<file path="config.mk">
export PLATFORM = sky130hd
export DESIGN_NAME = gtc_timer
export DESIGN_NICKNAME = d
export VERILOG_FILES = /design/src/verilog/gtc_sample_div.v /design/src/verilog/gtc_compare.v /design/src/verilog/gtc_timer.v
export VERILOG_INCLUDE_DIRS = /design/src /design/src/verilog
export SDC_FILE = /design/constraint.sdc
export NUM_CORES = 1
export LEC_CHECK = 0
export BUFFER_PORTS_ARGS = -buffer_cell sky130_fd_sc_hd__buf_2
export CAP_MARGIN = 10
export CORE_ASPECT_RATIO = 1.1
export CORE_MARGIN = 2
export CORE_UTILIZATION = 47
export DETAILED_ROUTE_END_ITERATION = 8
export GPL_TIMING_DRIVEN = 0
export PLACE_DENSITY = 0.74
export SKIP_LAST_GASP = 1
export SYNTH_ARGS = -nofsm -noshare
export SYNTH_HDL_FRONTEND = slang
export SYNTH_SLANG_ARGS = --single-unit
</file>
<file path="constraint.sdc">
create_clock -name clock -period 4.2 [get_ports clock]
set_input_delay 0.21 -clock clock [delete_from_list [all_inputs] [get_ports clock]]
set_output_delay 0.21 -clock clock [all_outputs]
set_load 0.1 [all_outputs]
</file>
<file path="src/verilog/gtc_regs.vh">
`ifndef GTC_REGS_VH
`define GTC_REGS_VH
// ***********************************
// register offsets
// ***********************************
`define GTC_OFF_CNTCTL   8'h00
`define GTC_OFF_SWTRIG   8'h14
`define GTC_OFF_STATUS   8'h10
`define GTC_OFF_MASK     8'h0C
`define GTC_OFF_COUNT    8'h24
`define GTC_OFF_PERIOD   8'h2C
`define GTC_OFF_CMP1     8'h34
`define GTC_OFF_CMP4     8'h40
`define GTC_OFF_DMABURST 8'h48
`define GTC_OFF_DMADATA  8'h4C
// ***********************************
// control field positions
// ***********************************
`define GTC_CNTCTL_MASK  16'h07FF
`define GTC_BIT_PLUS     10
`define GTC_BIT_DIVHI    9
`define GTC_BIT_DIVLO    8
`define GTC_BIT_SHADOW   7
`define GTC_BIT_TWCHI    6
`define GTC_BIT_TWCLO    5
`define GTC_BIT_DIR      4
`define GTC_BIT_ONESHOT  3
`define GTC_BIT_SRCSEL   2
`define GTC_BIT_RUN      0
// status bits: 0 overflow, 1..4 channel events
`define GTC_STAT_W       5
`define GTC_RESET_16     16'h0000
`define GTC_RESET_32     32'h00000000
`endif

</file>
<file path="src/verilog/gtc_sample_div.v">
`timescale 1ns/10ps
`default_nettype none
// ***********************************
// filter sample clock enable
// ***********************************
module gtc_sample_div
(
    input  wire       clock,
    input  wire       rst,
    input  wire [1:0] divSel,
    output reg        sampleTick
);
    reg [1:0] cnt;
    // divide by 1, 2 or 4; code 11 behaves as no division
    always @(posedge clock)
    begin
        if (rst)
        begin
            cnt        <= 2'h0;
            sampleTick <= 1'b0;
        end
        else
        begin
            cnt <= cnt + 2'h1;
            case (divSel)
                2'h1:    sampleTick <= cnt[0];
                2'h2:    sampleTick <= (cnt == 2'h3);
                default: sampleTick <= 1'b1;
            endcase
        end
    end
endmodule
`default_nettype wire

</file>
<file path="src/verilog/gtc_compare.v">
`timescale 1ns/10ps
`default_nettype none
// ***********************************
// one compare channel
// ***********************************
module gtc_compare
(
    input  wire        clock,
    input  wire        rst,
    input  wire [31:0] count,
    input  wire [31:0] compare,
    input  wire        running,
    input  wire        flagAllow,
    output reg         hit
);
    // pulse when the counter meets the compare value
    always @(posedge clock)
    begin
        if (rst)
            hit <= 1'b0;
        else
            hit <= running && flagAllow && (count == compare);
    end
endmodule
`default_nettype wire

</file>
<file path="src/verilog/gtc_timer.v">
// Our own choice: the AXI4-Lite interface to the registers.
`timescale 1ns/10ps
`default_nettype none
`include "gtc_regs.vh"
module gtc_timer
#(
    parameter WIDE_INSTANCE = 1
)
(
    input  wire        clock,
    input  wire        rst,
    input  wire [7:0]  s_axi_awaddr,
    input  wire        s_axi_awvalid,
    output reg         s_axi_awready,
    input  wire [31:0] s_axi_wdata,
    input  wire [3:0]  s_axi_wstrb,
    input  wire        s_axi_wvalid,
    output reg         s_axi_wready,
    output reg  [1:0]  s_axi_bresp,
    output reg         s_axi_bvalid,
    input  wire        s_axi_bready,
    input  wire [7:0]  s_axi_araddr,
    input  wire        s_axi_arvalid,
    output reg         s_axi_arready,
    output reg  [31:0] s_axi_rdata,
    output reg  [1:0]  s_axi_rresp,
    output reg         s_axi_rvalid,
    input  wire        s_axi_rready,
    input  wire        slaveOverflowEvent,
    output reg         overflowEvent,
    output reg         overflowDmaRequest,
    output reg         sampleTickOut,
    output reg         irq
);
    localparam ST_IDLE = 2'b01;
    localparam ST_RESP = 2'b10;

    reg [15:0] ctrl1;
    reg [31:0] counter;
    reg [31:0] periodActive;
    reg [31:0] periodShadow;
    reg [31:0] cmp [0:3];
    reg [15:0] dmaCtrl;
    reg [15:0] dmaData;
    reg [`GTC_STAT_W-1:0] status;
    reg [`GTC_STAT_W-1:0] mask;
    reg        countDown;
    reg [1:0]  wState;
    reg        awHeld;
    reg        wHeld;
    reg [7:0]  awAddr;
    reg [31:0] wData;
    reg        swTrigger;

    wire [3:0] hit;
    wire       sampleTick;
    integer    i;

    // ***********************************
    // control field decode
    // ***********************************
    wire        plusOn   = (WIDE_INSTANCE != 0) && ctrl1[`GTC_BIT_PLUS];
    wire [31:0] valMask  = plusOn ? 32'hFFFFFFFF : 32'h0000FFFF;
    wire [1:0]  twc      = {ctrl1[`GTC_BIT_TWCHI], ctrl1[`GTC_BIT_TWCLO]};
    wire        running  = ctrl1[`GTC_BIT_RUN];
    wire        goingDown = (twc == 2'h0) ? ctrl1[`GTC_BIT_DIR] : countDown;
    wire [31:0] top      = periodActive & valMask;
    wire [31:0] cnt      = counter & valMask;
    // overflow at period (up) or at zero (down)
    wire        hwOverflow = running && (goingDown ? (cnt == 32'h0) : (cnt == top));
    // event sources chosen by the source select bit
    wire        srcOverflow = hwOverflow ||
                    (!ctrl1[`GTC_BIT_SRCSEL] && (swTrigger || slaveOverflowEvent));
    // channel flags gated by direction in two-way modes 1 and 2; mode 3 flags both ways
    wire        flagAllow = (twc == 2'h0) || (twc == 2'h3) ||
                    (twc == 2'h1 && goingDown) ||
                    (twc == 2'h2 && !goingDown);

    wire        wrFire = (wState == ST_IDLE) && awHeld && wHeld;

    gtc_sample_div u_div
    (
        .clock      (clock),
        .rst        (rst),
        .divSel     ({ctrl1[`GTC_BIT_DIVHI], ctrl1[`GTC_BIT_DIVLO]}),
        .sampleTick (sampleTick)
    );

    genvar g;
    generate
        for (g = 0; g < 4; g = g + 1)
        begin : chan
            gtc_compare u_cmp
            (
                .clock     (clock),
                .rst       (rst),
                .count     (cnt),
                .compare   (cmp[g] & valMask),
                .running   (running),
                .flagAllow (flagAllow),
                .hit       (hit[g])
            );
        end
    endgenerate

    // ***********************************
    // axi write channel
    // ***********************************
    always @(posedge clock)
    begin
        if (rst)
        begin
            s_axi_awready <= 1'b1;
            s_axi_wready  <= 1'b1;
            s_axi_bvalid  <= 1'b0;
            s_axi_bresp   <= 2'h0;
            awHeld        <= 1'b0;
            wHeld         <= 1'b0;
            awAddr        <= 8'h00;
            wData         <= 32'h00000000;
            wState        <= ST_IDLE;
        end
        else
        begin
            if (s_axi_awvalid && s_axi_awready)
            begin
                awHeld        <= 1'b1;
                awAddr        <= s_axi_awaddr;
                s_axi_awready <= 1'b0;
            end
            if (s_axi_wvalid && s_axi_wready)
            begin
                wHeld        <= 1'b1;
                wData        <= s_axi_wdata;
                s_axi_wready <= 1'b0;
            end
            case (wState)
                ST_IDLE:
                begin
                    if (awHeld && wHeld)
                    begin
                        s_axi_bvalid <= 1'b1;
                        s_axi_bresp  <= 2'h0;
                        wState       <= ST_RESP;
                    end
                end
                ST_RESP:
                begin
                    if (s_axi_bready)
                    begin
                        s_axi_bvalid  <= 1'b0;
                        awHeld        <= 1'b0;
                        wHeld         <= 1'b0;
                        s_axi_awready <= 1'b1;
                        s_axi_wready  <= 1'b1;
                        wState        <= ST_IDLE;
                    end
                end
                default: wState <= ST_IDLE;
            endcase
        end
    end

    // ***********************************
    // register writes and counter
    // ***********************************
    always @(posedge clock)
    begin
        if (rst)
        begin
            ctrl1        <= `GTC_RESET_16;
            counter      <= `GTC_RESET_32;
            periodActive <= `GTC_RESET_32;
            periodShadow <= `GTC_RESET_32;
            dmaCtrl      <= `GTC_RESET_16;
            dmaData      <= `GTC_RESET_16;
            mask         <= {`GTC_STAT_W{1'b0}};
            countDown    <= 1'b0;
            swTrigger    <= 1'b0;
            for (i = 0; i < 4; i = i + 1)
                cmp[i] <= `GTC_RESET_32;
        end
        else
        begin
            swTrigger <= 1'b0;
            // counting, direction turn and update handling
            if (running)
            begin
                if (srcOverflow)
                begin
                    if (ctrl1[`GTC_BIT_SHADOW])
                        periodActive <= periodShadow;
                    if (ctrl1[`GTC_BIT_ONESHOT])
                        ctrl1[`GTC_BIT_RUN] <= 1'b0;
                end
                if (twc != 2'h0 && hwOverflow)
                    countDown <= !countDown;
                if (twc != 2'h0 && hwOverflow)
                    counter <= goingDown ? cnt + 32'h1 : cnt - 32'h1; // turn at the end point
                else if (srcOverflow)
                    counter <= goingDown ? top : 32'h0;
                else
                    counter <= goingDown ? cnt - 32'h1 : cnt + 32'h1;
            end
            if (wrFire)
            begin
                case (awAddr)
                    `GTC_OFF_CNTCTL:
                        ctrl1 <= wData[15:0] & `GTC_CNTCTL_MASK;
                    `GTC_OFF_SWTRIG:
                        swTrigger <= wData[0];
                    `GTC_OFF_MASK:
                        mask <= wData[`GTC_STAT_W-1:0];
                    `GTC_OFF_COUNT:
                        counter <= wData & valMask;
                    `GTC_OFF_PERIOD:
                    begin
                        periodShadow <= wData & valMask;
                        if (!ctrl1[`GTC_BIT_SHADOW])
                            periodActive <= wData & valMask;
                    end
                    `GTC_OFF_DMABURST:
                        dmaCtrl <= wData[15:0];
                    `GTC_OFF_DMADATA:
                        dmaData <= wData[15:0];
                    default:
                    begin
                        if (awAddr >= `GTC_OFF_CMP1 && awAddr <= `GTC_OFF_CMP4
                            && awAddr[1:0] == 2'h0)
                            cmp[awAddr[3:2] - 2'h1] <= wData & valMask;
                    end
                endcase
            end
        end
    end

    // ***********************************
    // sticky status, set beats clear
    // ***********************************
    wire [`GTC_STAT_W-1:0] setBits = {hit, srcOverflow};
    wire [`GTC_STAT_W-1:0] clrBits =
        (wrFire && awAddr == `GTC_OFF_STATUS) ? wData[`GTC_STAT_W-1:0] : {`GTC_STAT_W{1'b0}};
    always @(posedge clock)
    begin
        if (rst)
        begin
            status             <= {`GTC_STAT_W{1'b0}};
            irq                <= 1'b0;
            overflowEvent      <= 1'b0;
            overflowDmaRequest <= 1'b0;
            sampleTickOut      <= 1'b0;
        end
        else
        begin
            status             <= (status & ~clrBits) | setBits;
            irq                <= |(((status & ~clrBits) | setBits) & mask);
            overflowEvent      <= srcOverflow;
            overflowDmaRequest <= srcOverflow;
            sampleTickOut      <= sampleTick;
        end
    end

    // ***********************************
    // axi read channel
    // ***********************************
    always @(posedge clock)
    begin
        if (rst)
        begin
            s_axi_arready <= 1'b1;
            s_axi_rvalid  <= 1'b0;
            s_axi_rdata   <= 32'h00000000;
            s_axi_rresp   <= 2'h0;
        end
        else if (s_axi_rvalid)
        begin
            if (s_axi_rready)
            begin
                s_axi_rvalid  <= 1'b0;
                s_axi_arready <= 1'b1;
            end
        end
        else if (s_axi_arvalid)
        begin
            s_axi_arready <= 1'b0;
            s_axi_rvalid  <= 1'b1;
            s_axi_rresp   <= 2'h0;
            case (s_axi_araddr)
                `GTC_OFF_CNTCTL:   s_axi_rdata <= {16'h0000, ctrl1};
                `GTC_OFF_MASK:     s_axi_rdata <= {27'h0, mask};
                `GTC_OFF_STATUS:   s_axi_rdata <= {27'h0, status};
                `GTC_OFF_SWTRIG:   s_axi_rdata <= 32'h00000000;
                `GTC_OFF_COUNT:    s_axi_rdata <= cnt;
                `GTC_OFF_PERIOD:   s_axi_rdata <= periodShadow;
                `GTC_OFF_DMABURST: s_axi_rdata <= {16'h0000, dmaCtrl};
                `GTC_OFF_DMADATA:  s_axi_rdata <= {16'h0000, dmaData};
                default:
                begin
                    if (s_axi_araddr >= `GTC_OFF_CMP1 && s_axi_araddr <= `GTC_OFF_CMP4
                        && s_axi_araddr[1:0] == 2'h0)
                        s_axi_rdata <= cmp[s_axi_araddr[3:2] - 2'h1];
                    else
                    begin
                        s_axi_rdata <= 32'h00000000;
                        s_axi_rresp <= 2'h2;   // unmapped: slverr
                    end
                end
            endcase
        end
    end
endmodule
`default_nettype wire

</file>
Word-level counts from Yosys, hierarchy flattened
Memories as Yosys holds them, arrays and structs flattened.
Index checks and enable logic that the tools add are counted.
{"block": "word_totals", "regBits": 244, "ram_bits": 128, "inputBits": 60, "out_inout_bits": 45, "wordCells": 200, "mem_count": 1}
{"memory": "cmp", "depth": 4, "width": 32, "rd": 5, "rd_ports_with_merged_regs": 0, "write_ports": 4, "line_no": "gtc_timer.v:42", "source": "reg [31:0] cmp [0:3];"}
{"block": "op_classes", "n_addsub": 5, "order_cmp": 4, "n_eq_ne": 30, "mux": 62, "bitwise": 14, "reduce_logical": 52}
{"cell": "two-way mux 32 bit", "n": 17}
{"cell": "one-hot mux 32 bit (8 select lines)", "n": 1}
{"cell": "AND 32 bit", "n": 7}
{"cell": "== test 32 bit", "n": 5}
{"cell": "two-way mux 1 bit", "n": 35}
{"cell": "adder 32 x 1 -> 32 bit (second input constant)", "n": 1}
{"cell": "== test 8 x 5 -> 1 bit (second input constant)", "n": 4}
{"cell": "== test 8 x 6 -> 1 bit (second input constant)", "n": 4}
{"cell": "== test 8 x 7 -> 1 bit (second input constant)", "n": 4}
{"cell": "zero test 32 bit", "n": 1}
{"cell": "OR reduction 32 bit", "n": 1}
{"cell": "subtractor 32 x 1 -> 32 bit (second input constant)", "n": 1}
{"cell": "logical AND 1 bit", "n": 20}
{"cell": "AND reduction 2 bit", "n": 9}
{"cell": "== test 8 x 4 -> 1 bit (second input constant)", "n": 2}
{"cell": ">= comparator 8 x 6 -> 1 bit (second input constant)", "n": 2}
{"cell": "<= comparator 8 x 7 -> 1 bit (second input constant)", "n": 2}
{"cell": "zero test 8 bit", "n": 2}
{"cell": "AND 5 bit", "n": 2}
{"cell": "== test 2 bit (second input constant)", "n": 5}
{"cell": "two-way mux 2 bit", "n": 5}
{"cell": "OR reduction 8 bit", "n": 1}
{"cell": "OR reduction 7 bit", "n": 1}
{"cell": "== test 2 x 1 -> 1 bit (second input constant)", "n": 3}
{"cell": "other kinds (17)", "n": 32}

Depth between registers and ports, before layout
{"block": "depth", "word_depth": 11, "mapped_depth": 13, "ltp_nobuf": 10}

Cells and area by module
A second synthesis with hierarchy kept.
{"block": "unflattened", "cells_unflattened": 2311, "hier_area_um2": 20395.8}
{"module": "gtc_timer", "n_inst": 1, "cells_per_inst": 2115, "area_each_um2": 18740.5, "seq_area_each_um2": 8568.2}
{"module": "gtc_compare", "n_inst": 4, "cells_per_inst": 46, "area_each_um2": 380.4, "seq_area_each_um2": 20.0}
{"module": "gtc_sample_div", "n_inst": 1, "cells_per_inst": 12, "area_each_um2": 133.9, "seq_area_each_um2": 60.1}

Worst setup path before layout
Ideal clock, no wire load.
{"block": "synth_path", "path_kind": "reg-to-reg", "start": "reg awAddr[2]", "end": "mem cmp[2][0], enable pin", "setup_ns": 0.389, "t_arrival_ns": 2.878, "required_ns": 3.811, "setup_slack_ns": 0.933, "stages_incl_launch_ff": 13, "n_path_buf": 2, "synth_period_minus_slack_ns": 3.267, "path_cell_list": "dfxtp_1 -> inv_1 -> ha_1 -> mux2i_1 -> nor2_1 -> o21bai_1 -> a21oi_1 -> nor3_1 -> nand2_1 -> or3_1 -> clkbuf_1 -> clkbuf_1 -> nand2_1"}
{"element": "start, declared", "line_no": "gtc_timer.v:51", "source": "reg [7:0] awAddr;"}
{"element": "start signal, assigned", "line_no": "gtc_timer.v:128", "source": "awAddr <= s_axi_awaddr;"}
{"element": "end, declared", "line_no": "gtc_timer.v:42"}

Final worst setup path
{"block": "layout_path", "start": "reg ctrl1[10]", "end": "reg counter[31]"}
{"block": "layout_between", "elab_chain_len": 11, "word_cells_on_any_way": 20, "classes_between": "add/sub: 2; eq/ne: 1; mux: 10; bitwise: 3; reduce/logical: 4"}
{"element": "start, declared", "line_no": "gtc_timer.v:38", "source": "reg [15:0] ctrl1;"}
{"element": "start signal, assigned", "line_no": "gtc_timer.v:171", "source": "ctrl1 <= `GTC_RESET_16;"}
{"element": "start signal, assigned", "line_no": "gtc_timer.v:209", "source": "ctrl1 <= wData[15:0] & `GTC_CNTCTL_MASK;"}
{"element": "two-way mux 32 bit *", "line_no": "gtc_timer.v:63", "source": "wire [31:0] valMask = plusOn ? 32'hFFFFFFFF : 32'h0000FFFF;"}
{"element": "branches (longest 9 deep; another with adder 32 x 1 -> 32 bit)"}
{"element": "two-way mux 32 bit *", "line_no": "gtc_timer.v:205", "source": "if (wrFire)"}
{"element": "end signal, assigned", "line_no": "gtc_timer.v:199", "source": "counter <= goingDown ? cnt + 32'h1 : cnt - 32'h1;"}
{"element": "end signal, assigned", "line_no": "gtc_timer.v:201", "source": "counter <= goingDown ? top : 32'h0;"}
{"element": "end signal, assigned", "line_no": "gtc_timer.v:203", "source": "counter <= goingDown ? cnt - 32'h1 : cnt + 32'h1;"}
{"element": "end, declared", "line_no": "gtc_timer.v:39", "source": "reg [31:0] counter;"}
Mark *: on every way between the ends.
A chain may end at the register's enable or synchronous reset.

==> out/metrics.cfg <==
[status]
status = finished with violations
violations = design-rule violations, negative setup slack

[route]
dr_total_vias = 19600
drtIter0Drc = 2864
first_pass_iters = 9
vias_per_cell = 6.37
drc_errors = 9
drt-total-wl_um = 83100
ant_nets = 0
wl_per_cell_um = 27.0

[synth]
synth_area_mm2 = 0.0203
synth_edf_count = 128
synth_top_cell_area_share_pct = 24.0
synth_commonest_cells = nand2_1 (317), dfxtp_1 (243), nor2_1 (222), a21oi_1 (210), clkbuf_1 (143)
synthArstFlopShare_pct = 0
synth_warnings = 0
yosysSeqAreaShare_pct = 42.9
yosysTopAreaCell = dfxtp_1
ys.flop_type = dfxtp_1
ys_top_cells_by_area = dfxtp_1 (24%), edfxtp_1 (19%), nand2_1 (5.9%)
ys_types = 88
ys_ff_latch = 371
avgSynthCellArea_um2 = 8.82
yosysMostFrequentCell = nand2_1
synthesis.instances = 2298

[sta]
setup_viol = 2
finalHoldViolations = 0
rsz0062_at_grt = no
whs_ns = 0.122
tightest_slew_ns = 1.25
slew_violations = 0
fmax_mhz = 235
setup_tns_ns = -0.0876
final.min_clock_period_ns = 4.26
skew_ns = 0.0295
post-route-period-util_pct = 102
slew_headroom_pct = 16.5
worst_slack_ns = -0.0632

[worst_setup_path]
cp-start-kind = flip-flop
worst-endpoint-arrival_ns = 4.78
worstPathRequired_ns = 4.71
reg2reg_slack_ns = -0.06
r2r-end = counter[31]
end_kind = flip-flop
worst-path-max-fanout = 10
crit_type = flip-flop to flip-flop
r2r_cells = 8
r2r_start = ctrl1[10]

[clock_tree]
clkTransAtPathRegs_ns = 0.08
cts_buffers = 39
post_cts_buffers = 0
cts.sinks = 371
cts_max_level = 2
insertion_delay_ns = 0.57
cts_buffer_depth = 3
cts_tree = done
root_buffer = clkbuf_16

[worst_hold_path]
min_from = s_axi_awvalid
min_to = awAddr[1]
min_path_type = primary input to flip-flop
hold_depth = 4

[placed_design]
dp_slack_ns = -0.286
gp_congestion = 1.05
place_inst = 2966
io_buffers = 97
place_hpwl_um = 63500

[cells_and_area]
area_growth_pct = 14.8
fin_cells = 3081
nets = 2561
seq_area_mm2 = 0.00871
drive_gt1_share_pct = 9.86
fin_util_pct = 54.9
antenna_cells = 0
multi_input_area_mm2 = 0.0106
fill_cells = 3860

[die]
die_w_um = 202
core-area_mm2 = 0.0424
fp.dieH_um = 222
die-area_mm2 = 0.0448
num_rows = 79
io_pins = 105
start_util_pct = 47.8

[power]
p_leak_nw = 8.17
vdd_drop_max_mv = 0.334
powerDensity_mw_per_mm2 = 351

[global_routing]
grt_pass1_wl_um = 121000
grt_overflow = 0
track_usage_pct = 36.3
grt_pass1_vias = 18700
grt_max_degree = 33
antenna_found_initial = 0

[flow_run]
maxCapViolations = 0

[cell families after synthesis]
| group | synth area share (%) |
|---|---|
| adder cells (fa/ha/maj) | 0.987 |
| buffers and inverters | 5.10 |
| AO/OA/AOI/OAI | 16.6 |
| other | 0.0185 |
| multiplexers | 6.39 |
| flip-flops | 42.9 |
| AND/OR/NAND/NOR | 20.0 |
| XOR/XNOR | 7.95 |
[power by group]
group | internal (mW) | switching [mW]
sequential | 3.79 | 0.0770
combinational | 0.214 | 0.471
clock | 2.11 | 1.51
total | 6.11 | 2.06
[through the flow]
stage,instance area [µm²],power [mW]
finish,23300,8.17
global route,23300,8.33
CTS,23200,8.13
detailed placement,21500,4.58
global placement,21500,4.57
floorplan,20300,4.32
[layout make-up]
cell class,count,share of cell area [%]
clock inverter,11,0.505
timing repair buffer,144,4.04
sequential,371,37.4
inverter,36,0.581
buffer,208,3.89
clock buffer,59,5.17
tap,567,3.05
multi-input combinational,1685,45.4
[sequential cells by signal, summed over array words and instances (netlist names), 2 cells and up]
signal and count:
cmp 128, counter 32, periodActive 32, periodShadow 32, s_axi_rdata 32, wData 32
dmaCtrl 16, dmaData 16, ctrl1 11, awAddr 8, mask 5, status 5
chan.u_cmp.hit 4, u_div.cnt 2, wState 2
[worst max-delay path, cell delays in order, from the launching register on]
cell and delay, ns:
dfxtp_1 0.30, clkbuf_1 0.54, clkbuf_1 0.46, buf_1 0.64
clkbuf_1 0.57, clkbuf_1 0.74, nand2_1 0.51, a21oi_1 0.29
o31a_1 0.16
[metal layers]
layer  up-vias  wire length, µm  GRT usage [%]  share of wire [%]
li1       8592                -              -                  -
met1      9469            32200           48.0                 39
met2      1318            37200           57.0                 45
met3       244             8620           5.92                 10
met4         0             5040           19.7                6.1
met5         -                0              0                  0
[cell usage in the layout, fill, tap and decap left out, types with 11 or more instances in the layout]
cell type	n
nand2_1	313
dfxtp_1	243
nor2_1	222
a21oi_1	210
clkbuf_1	150
edfxtp_1	128
xnor2_1	117
buf_2	115
and2_1	71
xor2_1	67
o21ai_0	67
nand3_1	64
mux2i_1	54
nor3_1	46
dlygate4sd3_1	44
a211oi_1	42
clkbuf_16	41
nand4_1	39
and3_1	36
buf_1	35
inv_1	34
mux4_2	32
nor4_1	24
a221oi_1	21
a31oi_1	19
o22ai_1	19
a22oi_1	18
a222oi_1	16
ha_1	16
clkbuf_8	11
[worst max path at each step]
| stage | slack (ns) | cells past startpoint | to | startpoint |
|---|---|---|---|---|
| final | -0.06 | 8 | counter[31] | ctrl1[10] |
| after global routing | 0.02 | 13 | s_axi_rdata[18] | s_axi_araddr[2] |
| after CTS | 0.20 | 11 | cmp[0][7] | awAddr[2] |
| after detailed placement | -0.29 | 13 | s_axi_rdata[18] | s_axi_araddr[2] |
| after global placement | -0.21 | 13 | s_axi_rdata[18] | s_axi_araddr[2] |
| after floorplan | 0.93 | 12 | cmp[2][0] | awAddr[2] |
[repair_timing]
action,4_1_cts,5_1_grt
gates resized for setup,0,2
hold endpoints to repair,43,1
hold buffers,43,1
endpoints found under the setup margin,0,18
Note: power is estimated with default switching activity, not from simulation.
